<file path="config.mk">
export PLATFORM = sky130hd
export DESIGN_NAME = dds_core
export DESIGN_NICKNAME = d
export VERILOG_FILES = /design/src/verilog/dds_pkg.sv /design/src/verilog/dds_core.sv
export SDC_FILE = /design/constraint.sdc
export NUM_CORES = 1
export LEC_CHECK = 0
export BUFFER_PORTS_ARGS = -buffer_cell sky130_fd_sc_hd__buf_2
export CORE_MARGIN = 5
export CORE_UTILIZATION = 49
export DETAILED_ROUTE_END_ITERATION = 8
export GPL_TIMING_DRIVEN = 0
export HOLD_SLACK_MARGIN = 0.15
export PLACE_DENSITY = 0.66
export SYNTH_ARGS = -nofsm -noshare
export SYNTH_HDL_FRONTEND = slang
export SYNTH_HIERARCHICAL = 1
export SYNTH_SLANG_ARGS = --single-unit
</file>
<file path="constraint.sdc">
create_clock -name clk_sys -period 16.1 [get_ports clk_sys]
set_input_delay 3.22 -clock clk_sys [delete_from_list [all_inputs] [get_ports clk_sys]]
set_output_delay 3.22 -clock clk_sys [all_outputs]
set_load 0.03 [all_outputs]
</file>
<file path="src/verilog/dds_pkg.sv">
// shared constants and carrier types for the dds core and divider control
package dds_pkg;
    localparam int ACC_W = 48;
    localparam int PHASE_W = 14;
    localparam int DAC_W = 14;
    localparam int WB_AW = 8;
    // register byte offsets
    localparam logic [WB_AW-1:0] OFS_FTW_LO = 8'h00;
    localparam logic [WB_AW-1:0] OFS_FTW_HI = 8'h04;
    localparam logic [WB_AW-1:0] OFS_PHASE = 8'h08;
    localparam logic [WB_AW-1:0] OFS_CTRL = 8'h0c;
    localparam logic [WB_AW-1:0] OFS_STATUS = 8'h10;
    localparam logic [WB_AW-1:0] OFS_ACC_SNAP = 8'h14;
    // update clock is the sample clock divided by four
    localparam int UPD_DIV = 4;
    localparam logic [1:0] UPD_LAST = 2'(UPD_DIV - 1);
    // quarter turn of phase, the cosine shift
    localparam logic [PHASE_W-1:0] QUARTER_TURN = 14'h1000;
    localparam logic [DAC_W-1:0] DAC_MID = 14'h2000;
    localparam logic [DAC_W-2:0] MAG_MAX = 13'h1fff;
    localparam int FIFO_DEPTH = 16;

    typedef enum logic [1:0] {
        DRV_FROM_RF_IN,
        DRV_FROM_RF_DIV,
        DRV_FROM_FEEDBACK
    } dds_drv_src_t;

    // control word, bit 0 upward: rfDiv, coreUndivided, drvSource, cpScale, ...
    typedef struct packed {
        logic defaultSurgeOff;
        logic fallSurgeExtra;
        logic riseSurgeExtra;
        logic drvInternalRes;
        logic xtalOscEnable;
        logic [3:0] fbDiv;
        logic [3:0] refDiv;
        logic [2:0] cpScale;
        logic [1:0] drvSource;
        logic coreUndivided;
        logic [1:0] rfDiv;
    } dds_ctrl_t;

    typedef struct packed {
        logic [ACC_W-1:0] freq_tuning_word;
        logic [PHASE_W-1:0] phaseOffset;
        dds_ctrl_t ctrl;
    } dds_cfg_t;

    localparam dds_cfg_t CFG_RESET = '0;
    localparam int CTRL_W = $bits(dds_ctrl_t);
endpackage

</file>
<file path="src/verilog/dds_core.sv">
// dds core: wishbone registers, update clock, accumulator, cosine stage, dac fifo
//
// Decided for this implementation: the Wishbone register port and the register offsets.
`timescale 1ns/1ns

// sample fifo between the cosine stage and the dac
module dds_fifo #(
    parameter int WIDTH = 14,
    parameter int DEPTH = 16
) (
    input wire logic clk_sys,
    input wire logic reset_n,
    input wire logic [WIDTH-1:0] inData,
    input wire logic inValid,
    output logic inReady,
    output logic [WIDTH-1:0] outData,
    output logic outValid,
    input wire logic outReady,
    output logic [$clog2(DEPTH):0] level
);
    localparam int PW = $clog2(DEPTH);
    logic [WIDTH-1:0] mem [DEPTH];
    logic [PW-1:0] wrPtr_reg, wrPtr_next, rdPtr_reg, rdPtr_next;
    logic [PW:0] count_reg, count_next;
    logic push, pop;

    // pointer and level bookkeeping
    always_comb begin
        push = inValid && inReady;
        pop = outValid && outReady;
        wrPtr_next = push ? wrPtr_reg + 1'b1 : wrPtr_reg;
        rdPtr_next = pop ? rdPtr_reg + 1'b1 : rdPtr_reg;
        count_next = count_reg + (PW+1)'(push) - (PW+1)'(pop);
    end

    always_ff @(posedge clk_sys or negedge reset_n) begin
        if (!reset_n) begin
            wrPtr_reg <= '0;
            rdPtr_reg <= '0;
            count_reg <= '0;
        end else begin
            wrPtr_reg <= wrPtr_next;
            rdPtr_reg <= rdPtr_next;
            count_reg <= count_next;
        end
    end

    // storage has no reset, only written entries are ever read
    always_ff @(posedge clk_sys) begin
        if (push) begin
            mem[wrPtr_reg] <= inData;
        end
    end

    assign inReady = count_reg != (PW+1)'(DEPTH);
    assign outValid = count_reg != '0;
    assign outData = mem[rdPtr_reg];
    assign level = count_reg;
endmodule

// Contract
// - each sample clock the tuning word is added to a 48-bit accumulator; here the accumulator holds while the dac fifo is full
// - output frequency is tuning word times sample rate over two to the 48
// - a programmable phase offset is added to every accumulator phase sample
// - offset phase maps to amplitude as cosine, full scale is one turn
// - one 14-bit amplitude word per sample goes to the dac
// - rf divider ratio 1, 2, 4 or 8 chosen by a control field
// - divided or undivided rf input may clock the core, other drives output
// - reference and feedback dividers take any ratio from 1 to 16
// - three-bit field scales charge pump base current by 1 to 8
// - a control bit engages the crystal oscillator on the reference input
// - driver source is rf input, rf divider output or feedback input
// - a control bit selects the on-chip driver current resistor
// - bits add rising or falling surge current and drop the default surge
// - written values wait for update high, then move on update clock edge
// - update clock is the sample clock divided by four
module dds_core (
    input wire logic clk_sys,
    input wire logic reset_n,
    input wire logic [dds_pkg::WB_AW-1:0] wbAdr,
    input wire logic [31:0] wbDatIn,
    output logic [31:0] wbDatOut,
    input wire logic [3:0] wbSel,
    input wire logic wbWe,
    input wire logic wbCyc,
    input wire logic wbStb,
    output logic wbAck,
    input wire logic ioUpdate,
    output logic updateClk,
    output logic [dds_pkg::DAC_W-1:0] dacWord,
    output logic dacValid,
    input wire logic dacReady,
    output logic [1:0] rfDivRatio,
    output logic coreClkUndivided,
    output dds_pkg::dds_drv_src_t drvSource,
    output logic [2:0] pumpScale,
    output logic [3:0] refDivRatio,
    output logic [3:0] fbDivRatio,
    output logic xtalOscEnable,
    output logic drvInternalRes,
    output logic riseSurgeExtra,
    output logic fallSurgeExtra,
    output logic defaultSurgeOff
);
    import dds_pkg::*;

    dds_cfg_t shadow_reg, shadow_next, active_reg, active_next;
    logic [31:0] rdData_reg, rdData_next;
    logic ack_reg, ack_next;
    logic updMeta_reg, updSync_reg;
    logic [1:0] updPhase_reg, updPhase_next;
    logic updateTick;
    logic [ACC_W-1:0] acc_reg, acc_next;
    logic [PHASE_W-1:0] phase_reg, phase_next;
    logic [DAC_W-1:0] amp_reg, amp_next;
    logic v1_reg, v1_next, v2_reg, v2_next;
    logic fifoInReady, advance;
    logic [$clog2(FIFO_DEPTH):0] fifoLevel;
    logic wbWrite;

    function automatic logic [31:0] laneMerge(input logic [31:0] old, input logic [31:0] wr,
                                              input logic [3:0] sel);
        logic [31:0] res;
        res = old;
        for (int b = 0; b < 4; b++) begin
            if (sel[b]) begin
                res[8*b +: 8] = wr[8*b +: 8];
            end
        end
        return res;
    endfunction

    // wishbone slave: one wait state, unmapped reads zero, unmapped writes dropped
    always_comb begin
        wbWrite = wbCyc && wbStb && wbWe && !ack_reg;
        ack_next = wbCyc && wbStb && !ack_reg;
        shadow_next = shadow_reg;
        rdData_next = '0;
        unique case (wbAdr)
            OFS_FTW_LO: rdData_next = shadow_reg.freq_tuning_word[31:0];
            OFS_FTW_HI: rdData_next = {16'h0000, shadow_reg.freq_tuning_word[47:32]};
            OFS_PHASE: rdData_next = {18'h00000, shadow_reg.phaseOffset};
            OFS_CTRL: rdData_next = {(32-CTRL_W)'(0), shadow_reg.ctrl};
            OFS_STATUS: rdData_next = {17'h00000, 3'(fifoLevel), updPhase_reg, updSync_reg,
                                       active_reg.ctrl.cpScale, active_reg.ctrl.rfDiv,
                                       active_reg.ctrl.drvSource, fifoInReady, dacValid};
            OFS_ACC_SNAP: rdData_next = acc_reg[47:16];
            default: rdData_next = '0;
        endcase
        if (wbWrite) begin
            unique case (wbAdr)
                OFS_FTW_LO: shadow_next.freq_tuning_word[31:0] = laneMerge(shadow_reg.freq_tuning_word[31:0], wbDatIn,
                                                              wbSel);
                OFS_FTW_HI: shadow_next.freq_tuning_word[47:32] = 16'(laneMerge({16'h0000,
                    shadow_reg.freq_tuning_word[47:32]}, wbDatIn, wbSel));
                OFS_PHASE: shadow_next.phaseOffset = 14'(laneMerge({18'h00000,
                    shadow_reg.phaseOffset}, wbDatIn, wbSel));
                OFS_CTRL: shadow_next.ctrl = CTRL_W'(laneMerge({(32-CTRL_W)'(0),
                    shadow_reg.ctrl}, wbDatIn, wbSel));
                default: shadow_next = shadow_reg;
            endcase
        end
    end

    always_ff @(posedge clk_sys or negedge reset_n) begin
        if (!reset_n) begin
            shadow_reg <= CFG_RESET;
            rdData_reg <= '0;
            ack_reg <= 1'b0;
        end else begin
            shadow_reg <= shadow_next;
            rdData_reg <= rdData_next;
            ack_reg <= ack_next;
        end
    end

    // update pin synchroniser; phase counter runs free from reset, with no defined relation to the pin
    always_ff @(posedge clk_sys or negedge reset_n) begin
        if (!reset_n) begin
            updMeta_reg <= 1'b0;
            updSync_reg <= 1'b0;
        end else begin
            updMeta_reg <= ioUpdate;
            updSync_reg <= updMeta_reg;
        end
    end

    // divide-by-four update clock and buffered-to-active transfer
    always_comb begin
        updPhase_next = updPhase_reg + 2'd1;
        updateTick = updSync_reg && updPhase_reg == UPD_LAST;
        active_next = updateTick ? shadow_reg : active_reg;
    end

    always_ff @(posedge clk_sys or negedge reset_n) begin
        if (!reset_n) begin
            updPhase_reg <= '0;
            active_reg <= CFG_RESET;
        end else begin
            updPhase_reg <= updPhase_next;
            active_reg <= active_next;
        end
    end

    // synthesis path stalls as a whole when the dac fifo is full
    always_comb begin
        logic [PHASE_W-1:0] cosPhase;
        logic [DAC_W-2:0] t;
        logic [25:0] prod;
        logic [DAC_W-1:0] mag;
        logic [DAC_W-2:0] magSat;
        cosPhase = '0;
        t = '0;
        prod = '0;
        mag = '0;
        magSat = '0;
        advance = fifoInReady;
        // wraps by truncation and keeps running across tuning changes
        acc_next = advance ? acc_reg + active_reg.freq_tuning_word : acc_reg;
        phase_next = advance ? acc_reg[ACC_W-1 -: PHASE_W] + active_reg.phaseOffset
                             : phase_reg;
        // parabolic half-wave of a quarter-shifted phase approximates the cosine
        cosPhase = phase_reg + QUARTER_TURN;
        t = cosPhase[PHASE_W-2:0];
        prod = 26'(t) * 26'(14'h2000 - {1'b0, t});
        mag = 14'(prod >> 11);
        magSat = mag[DAC_W-1] ? MAG_MAX : mag[DAC_W-2:0];
        amp_next = amp_reg;
        if (advance) begin
            amp_next = cosPhase[PHASE_W-1] ? DAC_MID - {1'b0, magSat}
                                           : DAC_MID + {1'b0, magSat};
        end
        v1_next = advance ? 1'b1 : v1_reg;
        v2_next = advance ? v1_reg : v2_reg;
    end

    always_ff @(posedge clk_sys or negedge reset_n) begin
        if (!reset_n) begin
            acc_reg <= '0;
            phase_reg <= '0;
            amp_reg <= DAC_MID;
            v1_reg <= 1'b0;
            v2_reg <= 1'b0;
        end else begin
            acc_reg <= acc_next;
            phase_reg <= phase_next;
            amp_reg <= amp_next;
            v1_reg <= v1_next;
            v2_reg <= v2_next;
        end
    end

    // sixteen-word buffer toward the 14-bit dac
    dds_fifo #(
        .WIDTH(DAC_W),
        .DEPTH(FIFO_DEPTH)
    ) u_fifo (
        .clk_sys(clk_sys),
        .reset_n(reset_n),
        .inData(amp_reg),
        .inValid(v2_reg),
        .inReady(fifoInReady),
        .outData(dacWord),
        .outValid(dacValid),
        .outReady(dacReady),
        .level(fifoLevel)
    );

    // active control fields drive the analog blocks
    always_comb begin
        rfDivRatio = active_reg.ctrl.rfDiv;
        coreClkUndivided = active_reg.ctrl.coreUndivided;
        unique case (active_reg.ctrl.drvSource)
            2'd1: drvSource = DRV_FROM_RF_DIV;
            2'd2: drvSource = DRV_FROM_FEEDBACK;
            default: drvSource = DRV_FROM_RF_IN; // code 3 is not a source
        endcase
        pumpScale = active_reg.ctrl.cpScale;
        refDivRatio = active_reg.ctrl.refDiv;
        fbDivRatio = active_reg.ctrl.fbDiv;
        xtalOscEnable = active_reg.ctrl.xtalOscEnable;
        drvInternalRes = active_reg.ctrl.drvInternalRes;
        riseSurgeExtra = active_reg.ctrl.riseSurgeExtra;
        fallSurgeExtra = active_reg.ctrl.fallSurgeExtra;
        defaultSurgeOff = active_reg.ctrl.defaultSurgeOff;
    end

    // rises at the very edge where the active registers load from the buffer
    assign updateClk = ~updPhase_reg[1];
    assign wbAck = ack_reg;
    assign wbDatOut = rdData_reg;
endmodule

</file>
# Word-level counts from Yosys, hierarchy flattened
# Memories as Yosys holds them, arrays and structs flattened.
# Index checks and enable logic that the tools add are counted.
# word_totals
register_bits,294
mem_bits_rw,224
input_bits,51
out_inout_bits,70
elab_cells,95
n_memories,1
# memory_table
memory,words,word_bits,rd,rd_ports_with_merged_regs,write_ports,line,source
u_fifo.mem,16,14,1,0,1,dds_core.sv:22,logic [WIDTH-1:0] mem [DEPTH];
# classes
n_addsub,11
mul,1
n_eq_ne,9
n_mux,6
bitwise_logic,1
reduce_logical,21
# op_table
operator,count
one-hot mux 32 bit (6 select lines),1
adder 48 bit,1
AND reduction 3 bit,11
multiplier 14 x 15 -> 25 bit,1
== test 8 x 4 -> 1 bit (second input constant),2
== test 8 x 5 -> 1 bit (second input constant),2
subtractor 14 x 13 -> 15 bit (first input constant),1
adder 14 x 13 -> 14 bit (first input constant),1
adder 14 x 13 -> 14 bit (second input constant),1
adder 14 bit,1
two-way mux 14 bit,1
subtractor 14 x 13 -> 14 bit (first input constant),1
two-way mux 13 bit,1
adder 4 x 1 -> 4 bit (second input constant),2
== test 8 x 3 -> 1 bit (second input constant),1
zero test 8 bit,1
logical AND 1 bit,7
adder 5 x 1 -> 5 bit,1
!= test 5 bit (second input constant),1
nonzero test 5 bit,1
subtractor 5 x 1 -> 5 bit,1
== test 2 bit (second input constant),2
one-hot mux 2 bit (2 select lines),1
adder 2 x 1 -> 2 bit (second input constant),1
4 further kinds,5

# Logic depth before layout (Yosys ltp)
# logic_depth
depth_word,6
depth_mapped,38

# Hierarchy
# The synthesis kept the hierarchy.
# modules_own_cells
module,instances,cells_each,area_per_inst_um2,seq_area_each_um2
dds_core,1,1851,20423.3,7033.0
dds_fifo,1,491,9407.8,7051.8

# Worst setup path before layout
# OpenSTA, ideal clock, no wires.
# synth_path
kind,reg2reg
startpoint,register phase_reg[1]
endpoint,register amp_reg[8]
t_arrival_ns,8.314
required_ns,15.975
path_slack_ns,7.661
stages_incl_launch_ff,37
path_buffers,3
period_less_slack_ns,8.439
path_cell_list,dfrtp_1 -> clkbuf_1 -> inv_1 -> ha_1 -> nor3b_1 -> nor3b_1 -> nand2_1 -> nor3_1 -> ha_1 -> clkbuf_1 -> nor2b_1 -> fa_1 -> inv_1 -> fa_1 -> fa_1 -> inv_1 -> fa_1 -> fa_1 -> inv_1 -> fa_1 -> inv_1 -> ha_1 -> buf_2 -> a21o_1 -> a21o_1 -> a21oi_1 -> o221ai_1 -> o21ai_2 -> o211ai_4 -> xor2_2 -> nor2_1 -> ha_1 -> nand4b_1 -> or3_1 -> a21oi_1 -> a21oi_1 -> mux2_2
# synth_between
elab_chain_len,6
word_cells_on_any_way,7
# synth_lines
element,line,source
from (decl),dds_core.sv:114,"logic [PHASE_W-1:0] phase_reg, phase_next;"
from (signal assigned),dds_core.sv:246,phase_reg <= phase_next;
adder 14 x 13 -> 14 bit (*),dds_core.sv:223,cosPhase = phase_reg + QUARTER_TURN;
subtractor 14 x 13 -> 15 bit,dds_core.sv:225,"prod = 26'(t) * 26'(14'h2000 - {1'b0, t});"
multiplier 14 x 15 -> 25 bit,dds_core.sv:225,
two-way mux 13 bit,dds_core.sv:227,magSat = mag[DAC_W-1] ? MAG_MAX : mag[DAC_W-2:0];
adder 14 x 13 -> 14 bit / subtractor 14 x 13 -> 14 bit (equally long branches),"dds_core.sv:231, dds_core.sv:230",
two-way mux 14 bit (*),dds_core.sv:230,"amp_next = cosPhase[PHASE_W-1] ? DAC_MID - {1'b0, magSat}"
to (signal assigned),dds_core.sv:247,amp_reg <= amp_next;
to (decl),dds_core.sv:115,"logic [DAC_W-1:0] amp_reg, amp_next;"
# Every way passes the cells marked *; elsewhere a longest branch is shown, timed or not.
# A chain may end at the register's enable or synchronous reset.

# Final worst setup path
# layout_path
startpoint,register phase_reg[1]
endpoint,register amp_reg[12]
# The elaborated chain is that of the path after synthesis.

==> metrics.txt <==
clock root buffer clkbuf_16; max_cap viols 0; Die ar. 65900 um2; synth warn 6; pin count of the biggest net entering global routing 127; Total GRT Usage 0.229; flip-flop count of the largest register after layout 224; PD cells 221 nW/um2; number of DRC markers in iteration 0 1297; share of the synthesized area in the top cell type 0.246; Crit Reg-Reg Endpoint amp_reg[12]; Rel. slew slack 0.214; Worst Path Required 16.59 ns; Hold EP updSync_reg; num rows 90; vias in the first global route 20.2k; Detailed Route WL 75400 um; DP Area 31600 um2; Peak VDD IR 0.000252 V; clock latency on the worst-skew pair 0.61 ns; CTS tree done; Hold Crit Class register to register; slowest cell delay on critical path 0.56 ns; cell with the most instances after synthesis dfrtp_1; Synth area leader dfrtp_1; number of flops mapped to enable cells by yosys 224; CP startpoint kind register; clock buffer depth 3; DR DRC count 0; core box area 60400 um2; Ports 121; antenna-violating nets left 0; worst hold start updMeta_reg; Worst-path clk slew 0.06 ns; Finished Core Util 0.554; final hold viol count 0; clk sinks 518; CP max stage cell fa_1; Synth top cells by count dfrtp_1 (293), mux2_2 (225), edfxtp_1 (224), inv_1 (219), ha_1 (172); static leakage 15.5 nW; cts hold-fix bufs 0; fin. max-slew vios 0; Mapped Area 29800 um2; vias per inst 5.70; Gates resized, CTS repair 0; WP data arrival 10.67 ns; measured slew at the worst slew-check pin 1.17 ns; CTS H-tree lvls 2; Critical Path End Type register; via count 19.2k; CP top delay family adder cells; final non-filler cell area 33400 um2; die height 257 um; buffers plus inverters on the worst setup path 8; RSZ-0062 raised after global routing no; PortBufs 120; Peak Freq 98.2 MHz; flops & latches, synth 518; post-layout min period 10.18 ns; first-pass GRT wire length 119000 um; R2R setup slack 5.92 ns; post-CTS setup buffer count 0; Area Growth Syn to Fin 12.1%; initial antenna violation count 7; Worst R2R Path Depth 37; die width 257 um; Synth Area per Inst 12.7 um2; Period Utilization, post-route 0.633; setup TNS 0 ns; hold depth 0; Seq/Total Area, Yosys 0.472; Async SR Flop Fraction 0.568; Mapped Cells 2342; GRT overflow 0; # nets final 2885; critical path's most frequent cell fa_1; dpl hpwl 56300 um; TritonRoute pass-1 iters 5; share of cells above drive strength 1 0.214; Fin Hold WS 0.350 ns; Post-synth top flop dfrtp_1; gpl congestion 0.896; Initial Utilization 0.494; final setup fails 0; worst reg2reg startpoint phase_reg[1]; Inserted Clock Buffers 53; Clock Skew 0.0217 ns; top post-synthesis cells by area dfrtp_1 (25%), edfxtp_1 (23%), fa_1 (8.7%), mux2_2 (8.5%), ha_1 (7.2%); critical path type register to register; critical-path maximum fanout 10; Synth cell types 93; wire length per cell 22.4 um; outcome finished clean
[area by class of cell]
| class | instances | area (um2) |
|---|---|---|
| inverter | 221 | 830 |
| clock inverter | 28 | 355 |
| clock buffer | 71 | 1480 |
| sequential | 518 | 14100 |
| buffer | 106 | 508 |
| fill | 5011 | 26900 |
| antenna | 4 | 10.0 |
| timing repair buffer | 126 | 711 |
| multi-input combinational | 1506 | 14500 |
| tap | 782 | 978 |
[placed cells by master, fill, tap and decap left out, drive strengths merged, types with 75 or more instances in the layout]
cell type | synthesis | final
dfrtp | 293 | 293
mux2 | 227 | 227
edfxtp | 224 | 224
inv | 220 | 221
ha | 172 | 172
buf | 42 | 168
clkbuf | 64 | 135
fa | 130 | 130
nor2 | 91 | 91
nand2 | 85 | 85
a21oi | 79 | 79
mux2i | 75 | 75
[worst max path at each step]
stage / startpoint / endpoint / slack (ns) / depth (start not counted)
finish: phase_reg[1] / amp_reg[12] / 5.92 / 37
global route: phase_reg[1] / amp_reg[12] / 5.28 / 37
CTS: phase_reg[1] / amp_reg[12] / 5.93 / 37
detailed placement: phase_reg[1] / amp_reg[12] / 5.95 / 37
global placement: phase_reg[1] / amp_reg[12] / 6.08 / 37
floorplan: phase_reg[1] / amp_reg[8] / 7.66 / 36
[report_power, final]
group / switching [mW] / internal [mW]
registers: 0.190 / 1.68
logic: 2.51 / 1.74
clock network: 0.527 / 0.748
total: 3.22 / 4.17
[per-layer routing]
metal	GRT usage	part of all wire
met1	0.315	0.43
met2	0.379	0.48
met3	0.0371	0.056
met4	0.0708	0.033
met5	0	0.00038
[through the flow]
| stage | cells | power [mW] | worst slack (ns) |
|---|---|---|---|
| 6_report | 3362 | 7.39 | 5.92 |
| 5_1_grt | 3358 | 8.06 | 5.28 |
| 4_1_cts | 3358 | 7.46 | 5.93 |
| 3_5_place_dp | 3259 | 6.14 | 5.95 |
| 3_3_place_gp | 3253 | 6.03 | 6.08 |
| 2_1_floorplan | 2351 | 5.05 | 7.66 |
[cell families (layout without fill, tap and decap cells)]
family,after synthesis,in the layout,share of synthesized area
DFF,518,518,0.472
and+or+nand+nor,435,435,0.0772
muxes,343,343,0.142
buffers and inverters,327,552,0.0448
AOI/OAI and AO/OA,324,324,0.0768
adders and majority gates,302,302,0.159
xor gates and xnor gates,91,91,0.0275
other,2,15,0.000252
Power figures use the tool's default switching activity.
